===== config.mk =====
export PLATFORM = sky130hd
export DESIGN_NAME = gppr_top
export DESIGN_NICKNAME = d
export VERILOG_FILES = /design/src/core/gppr_pkg.sv /design/src/core/gppr_top.sv /design/src/core/gppr_scale.sv
export SDC_FILE = /design/constraint.sdc
export NUM_CORES = 2
export LEC_CHECK = 0
export ABC_AREA = 1
export BUFFER_PORTS_ARGS = -buffer_cell sky130_fd_sc_hd__buf_2
export CORE_ASPECT_RATIO = 1.1
export CORE_MARGIN = 2
export CORE_UTILIZATION = 53
export DETAILED_ROUTE_END_ITERATION = 6
export PLACE_DENSITY_LB_ADDON = 0.3
export SYNTH_ARGS = -nofsm -noshare
export SYNTH_HDL_FRONTEND = slang
export SYNTH_SLANG_ARGS = --single-unit

===== constraint.sdc =====
create_clock -name core_clk -period 293.8 [get_ports core_clk]
set_input_delay 44.07 -clock core_clk [delete_from_list [all_inputs] [get_ports core_clk]]
set_output_delay 44.07 -clock core_clk [all_outputs]
set_load 0.05 [all_outputs]

===== src/core/gppr_pkg.sv =====
// gppr_pkg: constants and types shared by the glow-plug pwm power regulator
// assumes a 25 mhz core clock; battery voltage arrives as an unsigned code in 0.1 v steps
`default_nettype none
package gppr_pkg;
	localparam int unsigned GPPR_CLK_HZ = 25000000;
	localparam int unsigned GPPR_NUM_OUT = 4;
	// duty values are fractions of GPPR_DUTY_FULL
	localparam int unsigned GPPR_DUTY_W = 10;
	localparam logic [9:0] GPPR_DUTY_FULL = 10'h3ff;
	// battery voltage code in decivolts
	localparam int unsigned GPPR_VBAT_W = 8;
	localparam logic [7:0] GPPR_VBAT_NOM = 8'h78; // 12.0 v nominal
	localparam logic [7:0] GPPR_VBAT_MIN = 8'h1e; // below 3.0 v treat reading as invalid
	// command input period measurement
	localparam int unsigned GPPR_CNT_W = 24;
	// nominal output period, gap and slope blanking times
	localparam int unsigned GPPR_TG_NOM_US = 10000;
	localparam int unsigned GPPR_TGAP_US = 20;
	localparam int unsigned GPPR_TSUP_US = 50;
	localparam int unsigned GPPR_CYC_PER_US = GPPR_CLK_HZ / 1000000;
	localparam logic [23:0] GPPR_TG_NOM_CYC = 24'(GPPR_TG_NOM_US * GPPR_CYC_PER_US);
	localparam logic [23:0] GPPR_TGAP_CYC = 24'(GPPR_TGAP_US * GPPR_CYC_PER_US);
	localparam logic [23:0] GPPR_TSUP_CYC = 24'(GPPR_TSUP_US * GPPR_CYC_PER_US);
	// operating modes selected by strap pins
	typedef enum logic [2:0] {
		GPPR_MODE_RELAY_GNG = 3'h1,
		GPPR_MODE_RELAY_SER = 3'h2,
		GPPR_MODE_TR_SHUNT_NOREG = 3'h3,
		GPPR_MODE_TR_SHUNT_REG = 3'h4,
		GPPR_MODE_TR_FET_NOREG = 3'h5,
		GPPR_MODE_TR_FET_REG = 3'h6
	} gppr_mode_t;
	typedef enum {GPPR_ST_IDLE, GPPR_ST_ON, GPPR_ST_GAP} gppr_state_t;
endpackage
`default_nettype wire


===== src/core/gppr_top.sv =====
// gppr_top: output timing and power regulation for four glow-plug gate drivers
// assumes pins synchronous to core_clk; straps stable; failure inputs already filtered
`default_nettype none
module gppr_top
	import gppr_pkg::*;
(
	input wire logic core_clk, // 25 mhz clock
	input wire logic rst_n, // async reset, active low
	input wire logic pwm_command_input, // command pwm from engine controller
	input wire logic [7:0] battery_voltage, // battery voltage code, decivolts
	input wire logic [2:0] mode_sel, // base mode strap, 1..6
	input wire logic reg_disable_pin, // mode pin level: high when tied to current_set_pin
	input wire logic [3:0] fail_raw, // per-output failure detect
	output logic [3:0] gate_drive_outputs, // gate pwm outputs
	output logic [3:0] fail_valid, // failures outside blanking, registered
	output logic regulating // regulation active, decoded from registered straps
);
	gppr_mode_t mode_ff;
	logic strap_done_ff;
	logic ci_d_ff;
	logic [23:0] ci_cnt_ff, ci_on_ff, ci_per_ff;
	logic [9:0] cmd_duty_ff;
	logic calc_start_ff;
	logic [9:0] out_duty;
	logic out_done;
	gppr_state_t st_ff, nxt_st;
	logic [1:0] ch_ff, nxt_ch;
	logic [23:0] tmr_ff, nxt_tmr;
	logic [23:0] on_len_ff, per_len_ff;
	logic [3:0] gate_ff;
	logic [23:0] blank_ff [GPPR_NUM_OUT];
	logic [3:0] fail_ff;
	logic reg_ff;
	logic ci_rise, ci_fall;
	logic transistor_mode, mode_reg;
	logic [33:0] duty_prod;
	logic [23:0] on_from_duty;
	logic [23:0] slot_len;
	logic [3:0] sw_event;

	// straps are caught once after reset release, never inside the async reset branch
	always_ff @(posedge core_clk or negedge rst_n) begin
		if (!rst_n) begin
			mode_ff <= GPPR_MODE_TR_SHUNT_NOREG;
			reg_ff <= 1'b0;
			strap_done_ff <= 1'b0;
		end else if (!strap_done_ff) begin
			mode_ff <= gppr_mode_t'(mode_sel);
			reg_ff <= !reg_disable_pin;
			strap_done_ff <= 1'b1;
		end
	end
	// modes 3 and 5 never regulate; 4 and 6 only when the mode pin reads low
	assign transistor_mode = mode_ff inside {GPPR_MODE_TR_SHUNT_NOREG, GPPR_MODE_TR_SHUNT_REG,
		GPPR_MODE_TR_FET_NOREG, GPPR_MODE_TR_FET_REG};
	assign mode_reg = (mode_ff == GPPR_MODE_TR_SHUNT_REG || mode_ff == GPPR_MODE_TR_FET_REG)
		&& reg_ff;
	assign regulating = mode_reg && strap_done_ff;

	// command input duty measured rising edge to rising edge
	assign ci_rise = pwm_command_input && !ci_d_ff;
	assign ci_fall = !pwm_command_input && ci_d_ff;
	always_ff @(posedge core_clk or negedge rst_n) begin
		if (!rst_n) begin
			ci_d_ff <= 1'b0;
			ci_cnt_ff <= 24'h0;
			ci_on_ff <= 24'h0;
			ci_per_ff <= 24'h0;
			calc_start_ff <= 1'b0;
		end else begin
			ci_d_ff <= pwm_command_input;
			ci_cnt_ff <= ci_rise ? 24'h1 : ci_cnt_ff + 24'h1;
			if (ci_fall) begin
				ci_on_ff <= ci_cnt_ff;
			end
			if (ci_rise) begin
				ci_per_ff <= ci_cnt_ff;
			end
			calc_start_ff <= ci_rise;
		end
	end
	// one-shot per-period divide; a divider per period is cheap next to the 10 ms period
	always_ff @(posedge core_clk or negedge rst_n) begin
		if (!rst_n) begin
			cmd_duty_ff <= 10'h0;
		end else if (ci_rise && ci_cnt_ff != 24'h0) begin
			cmd_duty_ff <= 10'((34'(ci_on_ff) * 34'(GPPR_DUTY_FULL)) / 34'(ci_cnt_ff));
		end
	end

	gppr_scale u_scale (
		.core_clk(core_clk),
		.rst_n(rst_n),
		.start(calc_start_ff),
		.regulate(regulating),
		.duty_in(cmd_duty_ff),
		.battery_voltage(battery_voltage),
		.duty_out(out_duty),
		.done(out_done)
	);

	// high time scales with duty; in transistor modes the period stretches by one gap per slot
	assign duty_prod = 34'(GPPR_TG_NOM_CYC) * 34'(out_duty);
	assign on_from_duty = 24'(duty_prod / 34'(GPPR_DUTY_FULL));
	assign slot_len = per_len_ff >> 2;
	always_ff @(posedge core_clk or negedge rst_n) begin
		if (!rst_n) begin
			on_len_ff <= 24'h0;
			per_len_ff <= GPPR_TG_NOM_CYC;
		end else if (out_done) begin
			on_len_ff <= on_from_duty >> 2; // each plug takes a quarter of the period in turn
			per_len_ff <= GPPR_TG_NOM_CYC + (transistor_mode ? GPPR_TGAP_CYC << 2 : 24'h0);
		end
	end

	// sequencer: plugs fire one after another; gap only in transistor modes
	always_comb begin
		nxt_st = st_ff;
		nxt_ch = ch_ff;
		nxt_tmr = tmr_ff + 24'h1;
		unique case (st_ff)
			GPPR_ST_IDLE: begin
				nxt_tmr = 24'h0;
				if (on_len_ff != 24'h0) begin
					nxt_st = GPPR_ST_ON;
				end
			end
			GPPR_ST_ON: begin
				if (tmr_ff + 24'h1 >= on_len_ff) begin
					nxt_st = GPPR_ST_GAP;
				end
			end
			GPPR_ST_GAP: begin
				if (tmr_ff + 24'h1 >= slot_len && (!transistor_mode ||
					tmr_ff + 24'h1 >= on_len_ff + GPPR_TGAP_CYC)) begin
					nxt_st = (on_len_ff != 24'h0) ? GPPR_ST_ON : GPPR_ST_IDLE;
					nxt_ch = ch_ff + 2'h1;
					nxt_tmr = 24'h0;
				end
			end
		endcase
	end
	always_ff @(posedge core_clk or negedge rst_n) begin
		if (!rst_n) begin
			st_ff <= GPPR_ST_IDLE;
			ch_ff <= 2'h0;
			tmr_ff <= 24'h0;
			gate_ff <= 4'h0;
		end else begin
			st_ff <= nxt_st;
			ch_ff <= nxt_ch;
			tmr_ff <= nxt_tmr;
			gate_ff <= (nxt_st == GPPR_ST_ON) ? (4'h1 << nxt_ch) : 4'h0;
		end
	end
	assign gate_drive_outputs = gate_ff;
	assign sw_event = gate_ff ^ ((nxt_st == GPPR_ST_ON) ? (4'h1 << nxt_ch) : 4'h0);

	// per-output blanking: failures during the switching slope are never recorded
	genvar gi;
	generate
		for (gi = 0; gi < GPPR_NUM_OUT; gi++) begin : g_blank
			always_ff @(posedge core_clk or negedge rst_n) begin
				if (!rst_n) begin
					blank_ff[gi] <= 24'h0;
					fail_ff[gi] <= 1'b0;
				end else begin
					if (sw_event[gi]) begin
						blank_ff[gi] <= GPPR_TSUP_CYC;
					end else if (blank_ff[gi] != 24'h0) begin
						blank_ff[gi] <= blank_ff[gi] - 24'h1;
					end
					fail_ff[gi] <= fail_raw[gi] && blank_ff[gi] == 24'h0 && !sw_event[gi];
				end
			end
		end
	endgenerate
	assign fail_valid = fail_ff;
endmodule
`default_nettype wire


===== src/core/gppr_scale.sv =====
// gppr_scale: computes the regulated output duty from command duty and battery voltage
// assumes inputs stable for the few cycles of a sequential divide; result is registered
`default_nettype none
module gppr_scale
	import gppr_pkg::*;
(
	input wire logic core_clk, // core clock
	input wire logic rst_n, // async reset, active low
	input wire logic start, // pulse: begin a new computation
	input wire logic regulate, // high: apply battery scaling
	input wire logic [9:0] duty_in, // command duty
	input wire logic [7:0] battery_voltage, // decivolt code
	output logic [9:0] duty_out, // scaled duty, registered
	output logic done // pulse: duty_out updated
);
	logic [31:0] num_ff, nxt_num;
	logic [31:0] den_ff, nxt_den;
	logic [31:0] quo_ff, nxt_quo;
	logic [5:0] bit_ff, nxt_bit;
	logic busy_ff, nxt_busy;
	logic [9:0] duty_ff;
	logic done_ff;
	logic [31:0] trial;
	logic [31:0] num_start;
	logic [31:0] den_start;
	logic [9:0] sat_quo;
	logic vbat_ok;

	// duty*12^2/vbat^2, done as one restoring divide so the square never loses precision
	assign vbat_ok = battery_voltage >= GPPR_VBAT_MIN;
	assign num_start = 32'(duty_in) * 32'(GPPR_VBAT_NOM) * 32'(GPPR_VBAT_NOM);
	assign den_start = 32'(battery_voltage) * 32'(battery_voltage);
	assign trial = (num_ff >> bit_ff);
	// saturate the quotient as it finishes, so low battery never asks for more than full on-time
	assign sat_quo = (nxt_quo > 32'(GPPR_DUTY_FULL)) ? GPPR_DUTY_FULL : nxt_quo[9:0];
	always_comb begin
		nxt_num = num_ff;
		nxt_den = den_ff;
		nxt_quo = quo_ff;
		nxt_bit = bit_ff;
		nxt_busy = busy_ff;
		if (start) begin
			nxt_num = num_start;
			nxt_den = den_start;
			nxt_quo = 32'h0;
			nxt_bit = 6'h1f;
			nxt_busy = regulate && vbat_ok;
		end else if (busy_ff) begin
			if (trial >= den_ff) begin
				nxt_num = num_ff - (den_ff << bit_ff);
				nxt_quo = quo_ff | (32'h1 << bit_ff);
			end
			nxt_bit = bit_ff - 6'h1;
			if (bit_ff == 6'h0) begin
				nxt_busy = 1'b0;
			end
		end
	end
	// high-order trial bits that overflow are harmless: such quotients saturate anyway
	always_ff @(posedge core_clk or negedge rst_n) begin
		if (!rst_n) begin
			num_ff <= 32'h0;
			den_ff <= 32'h1;
			quo_ff <= 32'h0;
			bit_ff <= 6'h0;
			busy_ff <= 1'b0;
		end else begin
			num_ff <= nxt_num;
			den_ff <= nxt_den;
			quo_ff <= nxt_quo;
			bit_ff <= nxt_bit;
			busy_ff <= nxt_busy;
		end
	end
	// result register: unregulated path passes the command duty through directly
	always_ff @(posedge core_clk or negedge rst_n) begin
		if (!rst_n) begin
			duty_ff <= 10'h0;
			done_ff <= 1'b0;
		end else begin
			done_ff <= 1'b0;
			if (start && !(regulate && vbat_ok)) begin
				duty_ff <= duty_in;
				done_ff <= 1'b1;
			end else if (busy_ff && bit_ff == 6'h0) begin
				duty_ff <= sat_quo;
				done_ff <= 1'b1;
			end
		end
	end
	assign duty_out = duty_ff;
	assign done = done_ff;
endmodule
`default_nettype wire


# Yosys cells after proc, flatten, opt, wreduce, memory -nomap -nowiden
# Index checks and enable logic that the tools add are counted.
# totals
reg_bits	371
latchBits	0
ramBits	0
rom_bits	0
in_bits	19
output_inout_bits	9
n_memories	0
# op_classes
addsub	11
mul	5
n_div	2
n_lt_le_gt_ge	6
eq_ne	7
shifts	4
muxes	36
bitwise	2
reduce_logical	49
# ops
operator	n
$mux W32	9
$mux W24	10
$reduce_bool A24 Y1	6
$logic_not A24 Y1	4
$pmux W32 S3	1
$sub A24 B1 Y24 const B	4
$eq A32 B2 Y1 const B	2
$add A24 B1 Y24 const B	2
$ge A24 B22 Y1	2
$pmux W24 S2	1
$div A28 B10 Y34 const B	1
$div A34 B24 Y34	1
$mul A24 B10 Y34 const B	1
$eq A32 B1 Y1 const B	1
$ge A32 B16 Y1	1
$gt A32 B10 Y1 const B	1
$logic_not A32 Y1	1
$or A32 B32 Y32	1
$shl A1 B6 Y32 const A	1
$shl A16 B6 Y32	1
$shr A32 B6 Y32	1
$sub A32 B32 Y32	1
$mux W10	3
$ge A24 B23 Y1	1
other kinds (25)	65

# Longest topological paths before layout
# depth
depth_word	12
mapped_depth	746
depth_no_buf	712

# Hierarchy
# Synthesis repeated with hierarchy kept, for this count alone.
# hier_totals
cells_unflattened	10379
hier_area_um2	66935.4
# by_module_without_submodules
module	instances	cells_per_inst	area_each_um2	seq_area_each_um2
gppr_top	1	8525	54364.6	6159.7
gppr_scale	1	1854	12570.8	2428.6

# Worst setup path after synthesis
# OpenSTA, ideal clock, no wires.
# synth_path
path_type	flip-flop to flip-flop
from	reg ci_on_ff[7]
to	reg cmd_duty_ff[0]
setup_ns	0.114
t_arrival_ns	95.050
t_required_ns	293.686
slack_ns	198.636
stages_incl_launch_ff	730
path_buffers	35
synth_period_minus_slack_ns	95.164
cell_sequence	dfrtp_1 -> fa_1 -> inv_1 -> fa_1 -> inv_1 -> fa_1 -> fa_1 -> inv_1 -> fa_1 -> inv_1 -> ha_1 -> a21oi_1 -> o21ai_0 -> a21oi_1 -> o21ai_0 -> nand2_1 -> nand2_1 -> nand2_1 -> [... 694 more ...] -> nand2_1 -> o21ai_1 -> ha_1 -> a21oi_1 -> nor2_1 -> a211oi_1 -> o21ai_0 -> a31oi_1 -> a31o_2 -> a21oi_1 -> nor4_1 -> nand2_1 -> nor2_1 -> nand3_1 -> nor2_1 -> nand3_1 -> nand2_1 -> inv_1
# synth_via
elab_chain_len	2
# synth_lines
item	line_no	source
start: declaration	gppr_top.sv:21	logic [23:0] ci_cnt_ff, ci_on_ff, ci_per_ff;
start signal: assignment	gppr_top.sv:74	ci_on_ff <= ci_cnt_ff;
$mul A24 B10 Y34	gppr_top.sv:87	cmd_duty_ff <= 10'((34'(ci_on_ff) * 34'(GPPR_DUTY_FULL)) / 34'(ci_cnt_ff));
$div A34 B24 Y34	gppr_top.sv:87	
end signal: assignment	gppr_top.sv:87	
end: declaration	gppr_top.sv:22	logic [9:0] cmd_duty_ff;
# No other way between the ends.
# A chain may end at the register's enable or synchronous reset.

# Worst setup path after layout
# layout_path
from	reg ci_on_ff[8]
to	reg cmd_duty_ff[0]
# Same word-level chain as after synthesis.

==> results by group <==
Layout
  • Area of the multi-input gates: ~50,000 um^2
  • Area occupied by registers: 8591 um^2
  • Fillers: 12.20k
  • Synthesis-to-layout area growth: 5.008%
  • N_diodes: 0
  • Fraction of layout cells with a size suffix above 1: 6.112%
  • Commonest non-fill, non-tap cell in the layout: nand2_1
  • Design area: 68,600 um^2
  • Nets@finish: 11.01k
  • Fin util: a little under three fifths
  • Most frequent cells in the layout: 2,189 x nand2_1, 1,656 x inv_1, 853 x ha_1

Timing
  • Max Fclk: about 9.0 MHz
  • Final setup viols: 0
  • Final hold violations: 0
  • Skew final: 0.01491 ns
  • Final worst path period share: 37.71%
  • RSZ-0062 raised after global routing: false
  • Worst slew margin: 22.62%
  • Setup TNS: 0 ns
  • Min cycle time layout: 110.80 ns
  • Worst-Margin Slew: around 1.2 ns
  • Final slew viol count: 0

Yosys
  • Area of the mapped netlist: 65,330 um^2
  • Post-synth EDFFs: 0
  • Dominant synthesized flop cell: dfrtp_1
  • Register area share after synthesis: 13.15%
  • Largest area contributor in the netlist: ha_1
  • Syn Area/Cell: between 6 and 7 um^2
  • Area contributors post-synth: ha_1 16%, dfrtp_1 13%, nand2_1 13%, inv_1 9.5%, fa_1 6.7%
  • Asr flop ratio synth: 100.0%
  • Post-synth top area share: 16.34%
  • Net Count, Synth: 11.06k
  • Cell variety after synth: between 80 and 90
  • Syn. warnings: 0
  • Seq cells post-synth: 343
  • Post-Synthesis Cells: 9,972

Detailed routing
  • # DRC: 0
  • Routed WL: roughly 180,000 um
  • Final ANT Viol Nets: 0
  • Drt pass-1 iters: 6
  • Vias after detailed routing: 63.68k
  • Vias per inst: 5.494
  • Wire length per cell: 15.55 um
  • DRT iter0 DRCs: roughly 4.2k

Critical path
  • Startpoint Class: register
  • Worst R2R Start: ci_on_ff[8]
  • Crit Path Max Fanout: 49
  • Max incr delay on CP: around 0.80 ns
  • Cell family with most CP delay: compound AO/OA/AOI/OAI gates
  • Worst Path Buf+Inv: around 140
  • R2r worst-path depth: 688
  • Register-to-Register Setup Slack: between 150 and 200 ns
  • RR Endpoint: cmd_duty_ff[0]
  • Crit path kind: register to register
  • WP data arrival: 111.29 ns
  • CP endpoint kind: register
  • Highest-delay cell along the critical path: a31oi_1
  • Worst Path Required: 294.29 ns
  • Most used cell, CP: nand2_1

Floorplan
  • Chip Width: 338.8 um
  • Core area: between 100,000 and 150,000 um^2
  • Row count: 135
  • Initial Util: approximately 53%
  • Die area: 126,100 um^2
  • Die Y: 372.2 um
  • # IOs: 28

Hold path
  • Worst hold path depth: 2
  • Worst hold path class: register to register
  • Worst Min Path Start: st_ff[21]
  • Worst hold endpoint: st_ff[21]

Clocking
  • Clock root cell: clkbuf_16
  • Max H-tree Level: 2
  • CTS tree: yes
  • Hold Buf Count CTS: 0
  • Worst-Skew Late Latency: 0.60 ns
  • Clock transition at the registers of the reported paths: 0.06 ns
  • Clock buffer depth: 3
  • Post-CTS Setup Repair Bufs: 0
  • # resized after CTS: 0
  • Clock Sink Count: 343
  • Inserted Clock Buffers: 41

Global route
  • First-pass GRT wire length: 298,200 um
  • Vias in the first global route: about 62k
  • Total grt overflow: 0
  • Total Routing Usage GR: 28.14%
  • Initial antenna violation count: 0
  • Pin count of the biggest net entering global routing: 180

Place
  • Post-DP HPWL: ~140,000 um
  • Final GP Congestion: about 1.0
  • Number of port buffers: 27
  • Area after DPL: 67,160 um^2

Status
  • Status: complete, no violations

Job
  • Max cap viols: 0
-- layer usage --
metal / share of wire [%] / vias to the layer above / track usage (%) / routed length (um)
li1: - / 32332 / - / -
met1: 42 / 29502 / 33.35 / 76000
met2: 50 / 1427 / 52.44 / 89510
met3: 4.0 / 423 / 2.269 / 7289
met4: 4.2 / 0 / 11.15 / 7498
met5: 0 / - / 0 / 0
-- synth_stat cells, types with 9 or more instances --
library cell / instances
clkinv_1: 17
a21o_1: 62
nand2_1: 2189
clkbuf_1: 143
mux2i_1: 15
nor2_1: 842
o31ai_1: 30
nor3_1: 123
o21ai_1: 43
o21bai_1: 58
nand3b_1: 11
nor2_4: 13
a31oi_1: 73
buf_2: 11
buf_1: 9
fa_1: 220
nand2_4: 29
o32ai_1: 11
or2_2: 74
nand4_1: 130
inv_1: 1657
o211ai_1: 43
nand3_2: 33
nor4_1: 58
nor2_2: 52
o221ai_1: 13
nand2_2: 132
a21oi_1: 664
o21ai_0: 724
inv_2: 40
nand3_1: 421
buf_4: 12
o21a_1: 18
a211oi_1: 35
ha_1: 853
xnor2_1: 204
xor2_1: 378
o22ai_1: 29
dfrtp_1: 339
and2_1: 12
-- sequential cells by signal, indices dropped and copies added, names as in the netlist --
signal,count
blank_ff,96
u_scale.done,1
u_scale.num_ff,32
fail_valid,4
reg_ff,1
ch_ff,2
st_ff,32
cmd_duty_ff,10
on_len_ff,17
mode_ff,3
calc_start_ff,1
u_scale.den_ff,15
u_scale.bit_ff,6
u_scale.busy_ff,1
u_scale.duty_out,10
ci_on_ff,24
per_len_ff,2
tmr_ff,24
u_scale.quo_ff,32
ci_d_ff,1
gate_drive_outputs,4
strap_done_ff,1
ci_cnt_ff,24
-- worst reg2reg max path: cells and delay by family, from the launching register on --
family          cells  cell delay [ns]
compound gates    267            51.69
simple gates      241            26.85
buf+inv           138            16.89
fa+ha+maj          40            14.07
flops               1             0.51
mux                 1             0.34
xor+xnor            1             0.19
-- through the flow --
| stage | worst slack, ns | hold WS (ns) | instances |
|---|---|---|---|
| finish | 183.00 | 0.4594 | 11592 |
| global placement | 188.11 | 0.4405 | 11517 |
| detailed placement | 184.56 | 0.4462 | 11517 |
| floorplan | 198.64 | 0.4054 | 9972 |
| global route | 169.30 | 0.4883 | 11592 |
| CTS | 184.08 | 0.4629 | 11592 |
-- logic make-up (layout without fill, tap and decap cells) --
kind of cell	count (synthesis)	after routing	share of synthesized area (%)
AND/OR/NAND/NOR	4154	4154	27.97
buffers and inverters	1908	1884	11.27
AO/OA/AOI/OAI	1890	1890	16.38
adder cells (fa/ha/maj)	1073	1073	23.08
XOR/XNOR	584	584	7.852
flip-flops	343	343	13.15
multiplexers	19	19	0.2987
other	1	1	0.005740
-- how the worst max path moves through the flow --
| stage | start | end | depth (start not counted) |
|---|---|---|---|
| final | ci_on_ff[8] | cmd_duty_ff[0] | 688 |
| after detailed placement | ci_on_ff[8] | cmd_duty_ff[0] | 694 |
| after CTS | ci_on_ff[8] | cmd_duty_ff[0] | 694 |
| after global placement | ci_on_ff[8] | cmd_duty_ff[0] | 693 |
| after floorplan | ci_on_ff[7] | cmd_duty_ff[0] | 1176 |
| after global routing | ci_on_ff[8] | cmd_duty_ff[0] | 695 |
-- cell type report --
class,instances,share of cell area [%]
clock inverter,19,0.3064
inverter,1722,9.480
tap,1644,2.998
clock buffer,56,1.798
multi-input combinational,7721,72.01
timing repair buffer,87,0.8864
sequential,343,12.52
Power is left out: the tool's default activity adds up to more than one toggle a clock period on the data nets, which glitch-free logic cannot reach.
